<file path="config.mk">
export PLATFORM = sky130hd
export DESIGN_NAME = msic_core
export DESIGN_NICKNAME = d
export VERILOG_FILES = /design/src/msic_pkg.sv /design/src/msic_core.sv
export VERILOG_INCLUDE_DIRS = /design/src
export SDC_FILE = /design/constraint.sdc
export NUM_CORES = 1
export LEC_CHECK = 0
export ABC_CLOCK_PERIOD_IN_PS = 7900
export BUFFER_PORTS_ARGS = -buffer_cell sky130_fd_sc_hd__buf_2
export CORE_MARGIN = 2
export CORE_UTILIZATION = 64
export DETAILED_ROUTE_END_ITERATION = 7
export PLACE_DENSITY = 0.95
export SLEW_MARGIN = 10
export SYNTH_ARGS = -nofsm -noshare
export SYNTH_HDL_FRONTEND = slang
export SYNTH_SLANG_ARGS = --single-unit
</file>
<file path="constraint.sdc">
create_clock -name i_clk -period 7.9 [get_ports i_clk]
set_input_delay 1.185 -clock i_clk [delete_from_list [all_inputs] [get_ports i_clk]]
set_output_delay 1.185 -clock i_clk [all_outputs]
set_load 0.02 [all_outputs]
</file>
<file path="src/msic_regs.svh">
// Register map, field positions, reset values and timing counts of the microstep indexer
// What this block does
// - Resolution code picks full, half, quarter, eighth
// - Each step rising edge moves one position
// - Direction high counts up, low counts down
// - Home is 45 degrees at reset
// - Home flag low only at home
// - 32-entry sine table, coarser modes skip entries
// - Position gives per-winding DAC code
// - Drive until trip, then fixed off-time
// - Ignore comparator during blanking after turn-on
// - Sync rectify: opposite FETs, stop near zero
// - No sync rectify: diodes only in fast
// - Slow decay: both low-sides on
// - Mixed: fast first, then slow
// - Rising target current always slow decay; code does so only for a trip in the same cycle as the step that raises it
// - Decay input level selects slow, fast, mixed
// - Overcurrent latches off, homes; enable toggle clears
// - Over-temperature shuts down, homes, auto resumes
// - Undervoltage disables, homes, auto resumes
// - Clear input homes, disables, ignores steps
// - Output enable low drives, high floats outputs
// - Indexer keeps running while outputs off
// - Sleep disables bridges, ignores inputs
`ifndef MSIC_REGS_SVH
`define MSIC_REGS_SVH

// ----------------------------------------------------------------
// Register offsets (byte addresses)
// ----------------------------------------------------------------
`define MSIC_ADDR_CTRL 8'h00
`define MSIC_ADDR_STAT 8'h04
`define MSIC_ADDR_TOFF 8'h08
`define MSIC_ADDR_TBLANK 8'h0c
`define MSIC_ADDR_TFAST 8'h10

// ----------------------------------------------------------------
// Control field positions
// ----------------------------------------------------------------
`define MSIC_CTRL_RES_LO 0
`define MSIC_CTRL_DIR 2
`define MSIC_CTRL_SR_N 3
`define MSIC_CTRL_DEC_LO 4
`define MSIC_CTRL_RESET 8'h00

// ----------------------------------------------------------------
// Timing
// ----------------------------------------------------------------
`define MSIC_CLK_MHZ 40
`define MSIC_TOFF_US 38
`define MSIC_TBLANK_NS 950
`define MSIC_TFAST_US 10
`define MSIC_TOFF_CYC (`MSIC_TOFF_US * `MSIC_CLK_MHZ)
`define MSIC_TBLANK_CYC ((`MSIC_TBLANK_NS * `MSIC_CLK_MHZ + 999) / 1000)
`define MSIC_TFAST_CYC (`MSIC_TFAST_US * `MSIC_CLK_MHZ)
`define MSIC_HOME_POS 5'h04
`endif

</file>
<file path="src/msic_pkg.sv">
// Types shared by the microstep indexer
package msic_pkg;
    typedef enum logic [1:0] {
        DEC_SLOW = 2'h0,
        DEC_FAST = 2'h1,
        DEC_MIXED = 2'h2
    } msic_decay_e;

    typedef enum logic [3:0] {
        PH_DRIVE = 4'h1,
        PH_FAST = 4'h2,
        PH_SLOW = 4'h4,
        PH_IDLE = 4'h8
    } msic_phase_e;

    // Four gates of one H-bridge: high and low side of each leg
    typedef struct packed {
        logic hs1;
        logic ls1;
        logic hs2;
        logic ls2;
    } msic_gates_s;

    typedef struct packed {
        msic_phase_e ph;
        logic [15:0] tmr;
        logic [15:0] blank;
    } msic_chop_s;

    typedef struct packed {
        logic [4:0] pos;
        logic step_d;
        logic ocp_latch;
        logic en_seen_hi;
        logic [7:0] ctrl;
        logic [15:0] toff;
        logic [15:0] tblank;
        logic [15:0] tfast;
        logic ack;
        logic [31:0] rdat;
        msic_chop_s ch_a;
        msic_chop_s ch_b;
        msic_gates_s g_a;
        msic_gates_s g_b;
        logic [7:0] dac_a;
        logic [7:0] dac_b;
        logic sgn_a;
        logic sgn_b;
    } msic_state_s;
endpackage : msic_pkg

</file>
<file path="src/msic_core.sv">
// Microstep indexer with per-winding fixed off-time chopping and Wishbone registers
`timescale 1ns/10ps
`include "msic_regs.svh"
module msic_core (
    input wire logic i_clk,
    input wire logic i_rstn,
    input wire logic i_indexer_clear_n,
    input wire logic i_output_on_n,
    input wire logic i_low_power_req_n,
    input wire logic i_step,
    input wire logic i_overcurrent_trip,
    input wire logic i_overtemp_shutdown,
    input wire logic i_supply_low_lockout,
    input wire logic i_trip_a,
    input wire logic i_trip_b,
    input wire logic i_zero_a,
    input wire logic i_zero_b,
    input wire logic i_wb_cyc,
    input wire logic i_wb_stb,
    input wire logic i_wb_we,
    input wire logic [7:0] i_wb_adr,
    input wire logic [31:0] i_wb_dat,
    input wire logic [3:0] i_wb_sel,
    output logic [31:0] o_wb_dat,
    output logic o_wb_ack,
    output logic o_at_origin_flag_n,
    output msic_pkg::msic_gates_s o_winding_a_outputs,
    output msic_pkg::msic_gates_s o_winding_b_outputs,
    output logic o_bridge_float,
    output logic [7:0] o_dac_a,
    output logic [7:0] o_dac_b,
    output logic o_sign_a,
    output logic o_sign_b
);
    msic_pkg::msic_state_s s_ff;
    msic_pkg::msic_state_s nxt_s;

    // ----------------------------------------------------------------
    // Sine table and helpers
    // ----------------------------------------------------------------
    // Magnitude for quarter-wave index 0..8 (cosine order)
    function automatic logic [7:0] mag(input logic [3:0] k);
        unique case (k)
            4'h0: mag = 8'h64;
            4'h1: mag = 8'h62;
            4'h2: mag = 8'h5c;
            4'h3: mag = 8'h53;
            4'h4: mag = 8'h47;
            4'h5: mag = 8'h38;
            4'h6: mag = 8'h26;
            4'h7: mag = 8'h14;
            default: mag = 8'h00;
        endcase
    endfunction : mag

    // Winding A follows cosine of position p (0..31, 11.25 degree steps)
    function automatic logic [8:0] cos_at(input logic [4:0] p);
        logic [2:0] q;
        logic [3:0] r;
        q = {1'b0, p[4:3]};
        r = {1'b0, p[2:0]};
        unique case (q[1:0])
            2'h0: cos_at = {1'b0, mag(r)};
            2'h1: cos_at = {(r != 4'h0), mag(4'h8 - r)};
            2'h2: cos_at = {1'b1, mag(r)};
            default: cos_at = {1'b0, mag(4'h8 - r)};
        endcase
    endfunction : cos_at

    function automatic msic_pkg::msic_decay_e decode_decay(input logic [1:0] c);
        unique case (c)
            2'h0: decode_decay = msic_pkg::DEC_SLOW;
            2'h1: decode_decay = msic_pkg::DEC_FAST;
            default: decode_decay = msic_pkg::DEC_MIXED;
        endcase
    endfunction : decode_decay

    logic [4:0] stride;
    logic step_rise;
    logic hold_home;
    logic bridges_off;
    logic [8:0] tgt_a;
    logic [8:0] tgt_b;
    logic [8:0] cur_a;
    logic [8:0] cur_b;
    logic rising_a;
    logic rising_b;
    logic wb_hit;
    msic_pkg::msic_decay_e dec_mode;

    // ----------------------------------------------------------------
    // Chopper of one winding
    // ----------------------------------------------------------------
    function automatic msic_pkg::msic_chop_s chop_next(
        input msic_pkg::msic_chop_s c, input logic trip, input logic zero,
        input logic rising, input logic off, input logic [15:0] toff,
        input logic [15:0] tblank, input logic [15:0] tfast,
        input msic_pkg::msic_decay_e mode
    );
        msic_pkg::msic_chop_s n;
        n = c;
        if (c.blank != 16'h0) begin
            n.blank = c.blank - 16'h1;
        end
        if (c.tmr != 16'h0) begin
            n.tmr = c.tmr - 16'h1;
        end
        if (off) begin
            n.ph = msic_pkg::PH_IDLE;
            n.tmr = 16'h0;
            n.blank = 16'h0;
        end else begin
            unique case (c.ph)
                msic_pkg::PH_IDLE: begin
                    n.ph = msic_pkg::PH_DRIVE;
                    n.blank = tblank;
                end
                msic_pkg::PH_DRIVE: begin
                    if (trip && c.blank == 16'h0) begin
                        n.tmr = toff;
                        if (rising || mode == msic_pkg::DEC_SLOW) begin
                            n.ph = msic_pkg::PH_SLOW;
                        end else begin
                            n.ph = msic_pkg::PH_FAST;
                            if (mode == msic_pkg::DEC_MIXED) begin
                                n.blank = tfast;
                            end
                        end
                    end
                end
                msic_pkg::PH_FAST: begin
                    if (c.tmr <= 16'h1) begin
                        n.ph = msic_pkg::PH_DRIVE;
                        n.blank = tblank;
                    end else if (mode == msic_pkg::DEC_MIXED && c.blank <= 16'h1) begin
                        n.ph = msic_pkg::PH_SLOW;
                    end
                end
                default: begin
                    if (c.tmr <= 16'h1) begin
                        n.ph = msic_pkg::PH_DRIVE;
                        n.blank = tblank;
                    end
                end
            endcase
        end
        return n;
    endfunction : chop_next

    // Gate pattern for a phase; drive polarity follows the sign of the target
    function automatic msic_pkg::msic_gates_s gates(
        input msic_pkg::msic_phase_e ph, input logic neg, input logic sr_n,
        input logic zero, input logic off
    );
        msic_pkg::msic_gates_s g;
        g = '0;
        if (!off) begin
            unique case (ph)
                msic_pkg::PH_DRIVE: begin
                    g.hs1 = !neg;
                    g.ls2 = !neg;
                    g.hs2 = neg;
                    g.ls1 = neg;
                end
                msic_pkg::PH_FAST: begin
                    if (!sr_n && !zero) begin
                        g.hs1 = neg;
                        g.ls2 = neg;
                        g.hs2 = !neg;
                        g.ls1 = !neg;
                    end
                end
                msic_pkg::PH_SLOW: begin
                    g.ls1 = 1'b1;
                    g.ls2 = 1'b1;
                end
                default: g = '0;
            endcase
        end
        return g;
    endfunction : gates

    // ----------------------------------------------------------------
    // Next state
    // ----------------------------------------------------------------
    always_comb begin
        nxt_s = s_ff;
        unique case (s_ff.ctrl[`MSIC_CTRL_RES_LO +: 2])
            2'h0: stride = 5'h08;
            2'h1: stride = 5'h04;
            2'h2: stride = 5'h02;
            default: stride = 5'h01;
        endcase
        dec_mode = decode_decay(s_ff.ctrl[`MSIC_CTRL_DEC_LO +: 2]);
        step_rise = i_step && !s_ff.step_d;
        // Low-power request freezes position and overcurrent latch, as the internal clock would
        hold_home = !i_indexer_clear_n || i_overcurrent_trip || i_overtemp_shutdown
            || i_supply_low_lockout;
        nxt_s.step_d = i_step;
        if (i_low_power_req_n) begin
            if (hold_home) begin
                nxt_s.pos = `MSIC_HOME_POS;
            end else if (step_rise) begin
                if (s_ff.ctrl[`MSIC_CTRL_DIR]) begin
                    nxt_s.pos = s_ff.pos + stride;
                end else begin
                    nxt_s.pos = s_ff.pos - stride;
                end
            end
            // Overcurrent clears only after the enable goes high then low
            if (i_overcurrent_trip) begin
                nxt_s.ocp_latch = 1'b1;
                nxt_s.en_seen_hi = 1'b0;
            end else if (s_ff.ocp_latch) begin
                if (i_output_on_n) begin
                    nxt_s.en_seen_hi = 1'b1;
                end else if (s_ff.en_seen_hi) begin
                    nxt_s.ocp_latch = 1'b0;
                end
            end
        end
        tgt_a = cos_at(nxt_s.pos);
        tgt_b = cos_at(nxt_s.pos - 5'h08);
        cur_a = cos_at(s_ff.pos);
        cur_b = cos_at(s_ff.pos - 5'h08);
        rising_a = tgt_a[7:0] > cur_a[7:0];
        rising_b = tgt_b[7:0] > cur_b[7:0];
        bridges_off = !i_low_power_req_n || hold_home || s_ff.ocp_latch
            || i_output_on_n;
        nxt_s.dac_a = tgt_a[7:0];
        nxt_s.dac_b = tgt_b[7:0];
        nxt_s.sgn_a = tgt_a[8];
        nxt_s.sgn_b = tgt_b[8];
        nxt_s.ch_a = chop_next(s_ff.ch_a, i_trip_a, i_zero_a, rising_a, bridges_off,
            s_ff.toff, s_ff.tblank, s_ff.tfast, dec_mode);
        nxt_s.ch_b = chop_next(s_ff.ch_b, i_trip_b, i_zero_b, rising_b, bridges_off,
            s_ff.toff, s_ff.tblank, s_ff.tfast, dec_mode);
        nxt_s.g_a = gates(nxt_s.ch_a.ph, tgt_a[8], s_ff.ctrl[`MSIC_CTRL_SR_N], i_zero_a,
            bridges_off);
        nxt_s.g_b = gates(nxt_s.ch_b.ph, tgt_b[8], s_ff.ctrl[`MSIC_CTRL_SR_N], i_zero_b,
            bridges_off);

        // ------------------------------------------------------------
        // Wishbone slave: one wait state, ack drops the cycle after
        // ------------------------------------------------------------
        wb_hit = i_wb_cyc && i_wb_stb && !s_ff.ack;
        nxt_s.ack = wb_hit;
        if (wb_hit && i_wb_we && i_wb_sel[0]) begin
            unique case (i_wb_adr)
                `MSIC_ADDR_CTRL: nxt_s.ctrl = i_wb_dat[7:0];
                `MSIC_ADDR_TOFF: nxt_s.toff[7:0] = i_wb_dat[7:0];
                `MSIC_ADDR_TBLANK: nxt_s.tblank[7:0] = i_wb_dat[7:0];
                `MSIC_ADDR_TFAST: nxt_s.tfast[7:0] = i_wb_dat[7:0];
                default: ;
            endcase
        end
        if (wb_hit && i_wb_we && i_wb_sel[1]) begin
            unique case (i_wb_adr)
                `MSIC_ADDR_TOFF: nxt_s.toff[15:8] = i_wb_dat[15:8];
                `MSIC_ADDR_TBLANK: nxt_s.tblank[15:8] = i_wb_dat[15:8];
                `MSIC_ADDR_TFAST: nxt_s.tfast[15:8] = i_wb_dat[15:8];
                default: ;
            endcase
        end
        nxt_s.rdat = 32'h0;
        if (wb_hit && !i_wb_we) begin
            unique case (i_wb_adr)
                `MSIC_ADDR_CTRL: nxt_s.rdat = {24'h0, s_ff.ctrl};
                `MSIC_ADDR_STAT: nxt_s.rdat = {16'h0, s_ff.ch_b.ph, s_ff.ch_a.ph,
                    s_ff.ocp_latch, bridges_off, 1'b0, s_ff.pos};
                `MSIC_ADDR_TOFF: nxt_s.rdat = {16'h0, s_ff.toff};
                `MSIC_ADDR_TBLANK: nxt_s.rdat = {16'h0, s_ff.tblank};
                `MSIC_ADDR_TFAST: nxt_s.rdat = {16'h0, s_ff.tfast};
                default: nxt_s.rdat = 32'h0;
            endcase
        end
    end

    always_ff @(posedge i_clk or negedge i_rstn) begin
        if (!i_rstn) begin
            s_ff <= '0;
            s_ff.pos <= `MSIC_HOME_POS;
            s_ff.ctrl <= `MSIC_CTRL_RESET;
            s_ff.toff <= 16'(`MSIC_TOFF_CYC);
            s_ff.tblank <= 16'(`MSIC_TBLANK_CYC);
            s_ff.tfast <= 16'(`MSIC_TFAST_CYC);
            s_ff.ch_a.ph <= msic_pkg::PH_IDLE;
            s_ff.ch_b.ph <= msic_pkg::PH_IDLE;
            s_ff.dac_a <= 8'h47;
            s_ff.dac_b <= 8'h47;
        end else begin
            s_ff <= nxt_s;
        end
    end

    // ----------------------------------------------------------------
    // Outputs
    // ----------------------------------------------------------------
    assign o_wb_ack = s_ff.ack;
    assign o_wb_dat = s_ff.rdat;
    assign o_at_origin_flag_n = (s_ff.pos != `MSIC_HOME_POS);
    assign o_winding_a_outputs = s_ff.g_a;
    assign o_winding_b_outputs = s_ff.g_b;
    assign o_bridge_float = i_output_on_n;
    assign o_dac_a = s_ff.dac_a;
    assign o_dac_b = s_ff.dac_b;
    assign o_sign_a = s_ff.sgn_a;
    assign o_sign_b = s_ff.sgn_b;
endmodule : msic_core

</file>
**Yosys cells after proc, flatten, opt, wreduce, memory -nomap -nowiden**

Memory sizes are Yosys's and may differ from the RTL's.
Index checks and enable logic that the tools add are counted.
Widths: inputs -> output; s select.

- Bits in registers: 195
- ROM bits: 896
- Output and inout bits: 61
- Memories kept: 16

Memories:

| memory | depth | width | rd ports | clocked after Yosys merged registers in | wr ports | line | source |
|---|---|---|---|---|---|---|---|
| (no name shown) | 8 | 7 | 1 | 0 | 0 | msic_core.sv:43 | `unique case (k)` |
| (no name shown) | 8 | 7 | 1 | 0 | 0 | msic_core.sv:43 |  |
| (no name shown) | 8 | 7 | 1 | 0 | 0 | msic_core.sv:43 |  |
| (no name shown) | 8 | 7 | 1 | 0 | 0 | msic_core.sv:43 |  |
| (no name shown) | 8 | 7 | 1 | 0 | 0 | msic_core.sv:43 |  |
| (no name shown) | 8 | 7 | 1 | 0 | 0 | msic_core.sv:43 |  |
| +10 memories | - | - | - | - | - | - |  |

- Add/subtract/negate cells: 12
- $lt $le $gt $ge: 6
- Equal/unequal tests: 29
- Multiplexer cells: 65
- Reductions and logical operators: 57

Operators with widths:

| operator | count |
|---|---|
| $mux 16 | 13 |
| $mux 36 | 4 |
| $pmux 16 s5 | 1 |
| $le 16x1->1 const B | 4 |
| $mux 8 | 8 |
| $pmux 16 s2 | 2 |
| $reduce_bool 16->1 | 4 |
| $sub 16x1->16 const B | 4 |
| $pmux 9 s3 | 2 |
| $pmux 8 s3 | 2 |
| $mux 4 | 10 |
| $pmux 4 s3 | 3 |
| $logic_not 16->1 | 2 |
| $mux 5 | 4 |
| $eq 4x1->1 const B | 4 |
| $eq 4x2->1 const B | 4 |
| $eq 8x4->1 const B | 2 |
| $gt 8x8->1 | 2 |
| $sub 4x3->4 const A | 4 |
| $logic_not 2->1 | 7 |
| $reduce_and 2->1 | 7 |
| $logic_and 1x1->1 | 13 |
| $eq 2x1->1 const B | 6 |
| $eq 2x2->1 const B | 6 |
| other kinds (20) | 51 |

**Depth between registers and ports, before layout**

An unclocked memory read counts as a cell.

- Depth in word-level cells: 21
- Gate-level depth with buffers: 23
- Gate-level depth less buffers: 21

**Worst setup path after synthesis**

No wires, ideal clock.

- Kind: input to register
- Start point: input i_overcurrent_trip
- End point: register s_ff[67] (netlist name)
- Setup time: 78 ps
- Arrival time: 5,508 ps
- Data required time: 7,822 ps
- Slack: 2,314 ps
- Stages on the path: 19
- Path buffers: 3
- Cells stage by stage: or4b_2 o21ai_0 a22oi_1 clkbuf_1 ha_1 ha_1 clkbuf_1 nand2_1 mux2_2 o22ai_1 ha_1 and3_1 and3_1 a211oi_1 and4b_1 clkbuf_1 o21ai_1 nand2_1 a21oi_1

RTL lines:

| what | line | source |
|---|---|---|
| from (decl) | msic_core.sv:11 | `input wire logic i_overcurrent_trip,` |
| to (signal assigned) | msic_core.sv:292 | `s_ff <= nxt_s;` |
| to (decl) | msic_core.sv:35 | `msic_pkg::msic_state_s s_ff;` |

==> results.md <==
- VDD IR max: 164.4 µV
- Initial antenna violation count: 1
- CP required: 8.26 ns
- Pwr per Cell Area: 158.0 mW/mm²
- Worst-Margin Slew: 1.317 ns
- CTS resizes: 0
- Post-CTS Setup Bufs: 0
- Max Fclk: 156.2 MHz
- Die Width: 134.3 µm
- Global route total overflow: 0
- Post-Syn Area: 0.01086 mm²
- Syn Inst Count: 1131
- Setup TNS: 0 ns
- R2r worst-path depth: 18
- Port Buffer Count: 84
- Routed wire length: 29880 µm
- EDFF count, synth: 0
- Vias/cell: 6.808
- Clock Latency Late Sink: 0.44 ns
- Syn Area/Cell: 9.602 µm²
- I/O pins: 121
- WL per Instance: 21.51 µm
- Post-layout min period: 6.403 ns
- Core area: 0.01658 mm²
- Type of destination of the critical path: register
- Startpoint Class: input pin
- Final Setup Violations: 0
- Max Fanout on Critical Path: 10
- Cts bufs inserted: 17
- Deepest clock path buffer count: 2
- Fin crit share: 81.05%
- RSZ-0062 raised after global routing: false
- Area delta synth->final: 7.604%
- Final Util: 70.47%
- Antenna-violating nets left: 0
- Critical path's top delay family: compound AO/OA/AOI/OAI gates
- WP depth: 19
- Critical Path AT: 6.76 ns
- Crit path buf inv count: 2
- Violated checks: design-rule violations
- Row Count: 47
- Final Max Slew Viols: 0
- Hold buffer count at cts: 0
- Worst min-delay path startpoint: s_ff[186]$_DFFE_PN0P_
- Nets: 1267
- 1st-pass router iterations: 8
- Sink Count: 177
- Detailed Route Iter0 Violations: 1299
- Crit-path cells: buf_2 > or4b_2 > o21ai_0 > a22o_1 > inv_1 > ha_1 > ha_1 > nor2b_1 > a21oi_1 > o21ai_1 > o31ai_1 > ha_1 > and3_1 > and3_1 > a211oi_1 > and4b_1 > o21ai_1 > nand2_1 > a21oi_1
- Starting Density: 65.49%
- Status: finished with violations
- Remaining DRCs: 6
- Largest net degree at the start of global routing: 114
- Crit path top cell by count: ha_1
- Layout cells sized above 1: 21.04%
- GRT Resource Usage Total: 33.55%
- Post-synth ARST share: 100.0%
- Top FF cell, synth: dfrtp_1
- H-tree Lvls: 4
- Cell variety after synth: 74
- Register clock-pin slew on the reported worst setup and hold paths: 0.07 ns
- HP Class: reg -> reg
- Vias: 9457
- Final Skew: 0.006920 ns
- CTS Root Cell: clkbuf_16
- Die footprint: 0.01803 mm²
- Reg2reg start: s_ff[190]$_DFF_PN0_
- Placer Congestion: 0.9652
- Flops & latches, synth: 177
- Max-Cap Viols: 0
- Final hold violations: 0
- CTS tree: done
- CP startpoint: i_overcurrent_trip
- Pleak: 5.412 nW
- First-pass GRT wire length: 46870 µm
- DP HPWL: 21100 µm
- Crit path kind: in -> reg
- Chip height: 134.3 µm
- # diodes: 0
- Max incr delay on CP: 0.82 ns
- Vias in the first global route: 9001
- Worst Hold Depth: 1
- Max_slew headroom: 11.07%
- Yosys Warn Count: 0
- Register area share after synthesis: 41.05%
- Slowest CP cell: a211oi_1
logic make-up (layout without fill, tap and decap cells):
family	Yosys count	count (layout)	synth area share, %
AND/OR/NAND/NOR	346	346	16.05
AO/OA/AOI/OAI	276	276	16.91
flip-flops	177	177	41.05
buffers and inverters	141	162	6.878
multiplexers	91	91	9.263
adder cells (fa/ha/maj)	51	51	5.945
XOR/XNOR	48	48	3.871
other	1	18	0.03453
power by group:
part / switching, W / internal [W]
Sequential: 0.00000644 / 0.000914
Clock: 0.000370 / 0.000470
Combinational: 0.0000626 / 0.0000242
Total: 0.000439 / 0.00141
cell type report:
type / count / area (µm²)
clock inverters: 10 / 101.3
fillers: 1155 / 4897
inverters: 38 / 142.6
clock buffers: 22 / 484.2
repair buffers: 92 / 486.7
well taps: 220 / 275.3
multi-input cells: 830 / 5738
flip-flops and latches: 177 / 4458
cell usage after synthesis, types with 8 or more instances:
library cell / number / area (µm²)
mux2_2: 76 / 855.8
a21oi_1: 66 / 330.3
nand4_1: 8 / 50.05
dfstp_2: 23 / 604.3
or4_1: 9 / 67.56
o22ai_1: 10 / 62.56
or3_1: 12 / 75.07
o31ai_1: 10 / 75.07
a222oi_1: 16 / 160.2
nor2_1: 112 / 420.4
buf_4: 57 / 427.9
nand2_1: 72 / 270.3
o21ai_1: 10 / 50.05
a22oi_1: 18 / 135.1
nand3b_1: 8 / 60.06
xnor2_1: 28 / 245.2
ha_1: 50 / 625.6
nor3_1: 38 / 190.2
dfrtp_1: 154 / 3854
nand3_1: 16 / 80.08
a211oi_1: 28 / 210.2
mux2i_1: 15 / 150.1
nor4_1: 21 / 131.4
clkbuf_1: 41 / 153.9
o21ai_0: 51 / 255.2
inv_1: 36 / 135.1
xor2_1: 20 / 175.2
state kept, by name (all words and copies together), names as in the netlist:
name                 cells
o_dac_b                  7
o_sign_a                 1
o_winding_a_outputs      4
o_sign_b                 1
o_dac_a                  7
o_winding_b_outputs      4
s_ff                   136
o_wb_dat                16
o_wb_ack                 1
worst register-to-register path: cells and delay by family (launching register included):
| kind | cells | cell delay [ns] |
|---|---|---|
| compound gates | 6 | 2.41 |
| fa+ha+maj | 4 | 1.19 |
| buf+inv | 1 | 0.18 |
| flops | 1 | 0.76 |
| simple gates | 7 | 1.49 |
layer usage:
| metal | GRT usage, % | wire length (µm) |
|---|---|---|
| met1 | 43.98 | 11310 |
| met2 | 51.59 | 13620 |
| met3 | 9.146 | 3424 |
| met4 | 16.67 | 1526 |
| met5 | 0 | 0 |
path summary, 6_finish.rpt:
path / to / slack, ns
worst min register to register: s_ff[186]$_DFFE_PN0P_ / 0.54
max in group asynchronous: s_ff[133]$_DFFE_PN0P_ / 5.58
worst max-delay path: s_ff[63]$_DFF_PN0_ / 1.50
worst max register to register: s_ff[63]$_DFF_PN0_ / 1.77
min in group asynchronous: s_ff[55]$_DFF_PN0_ / 0.88
worst min-delay path: s_ff[186]$_DFFE_PN0P_ / 0.54
layout by cell type, fill, tap and decap left out, types with 8 or more instances in the layout:
| master | count |
|---|---|
| a211oi_1 | 28 |
| a21oi_1 | 66 |
| a222oi_1 | 16 |
| a22oi_1 | 18 |
| buf_2 | 83 |
| buf_4 | 8 |
| clkbuf_16 | 17 |
| conb_1 | 18 |
| dfrtp_1 | 154 |
| dfstp_2 | 23 |
| ha_1 | 50 |
| inv_1 | 36 |
| mux2_2 | 76 |
| mux2i_1 | 15 |
| nand2_1 | 72 |
| nand3_1 | 16 |
| nand3b_1 | 8 |
| nand4_1 | 8 |
| nor2_1 | 112 |
| nor3_1 | 37 |
| nor4_1 | 21 |
| o21ai_0 | 51 |
| o21ai_1 | 10 |
| o22ai_1 | 10 |
| o31ai_1 | 10 |
| or3_1 | 12 |
| or4_1 | 9 |
| xnor2_1 | 28 |
| xor2_1 | 20 |
per-stage QoR:
step	hold slack, ns	area, µm²	setup slack (ns)	std cells	total power, W
after CTS	0.5265	11690	1.679	1389	0.001849
after global placement	0.4888	11100	1.460	1357	0.001018
after floorplan	0.4804	10920	2.314	1148	0.0009815
after global routing	0.5364	11690	1.349	1389	0.001902
after detailed placement	0.5113	11100	1.385	1357	0.001021
final	0.5405	11690	1.497	1389	0.001847
(Power assumes the default switching activity.)
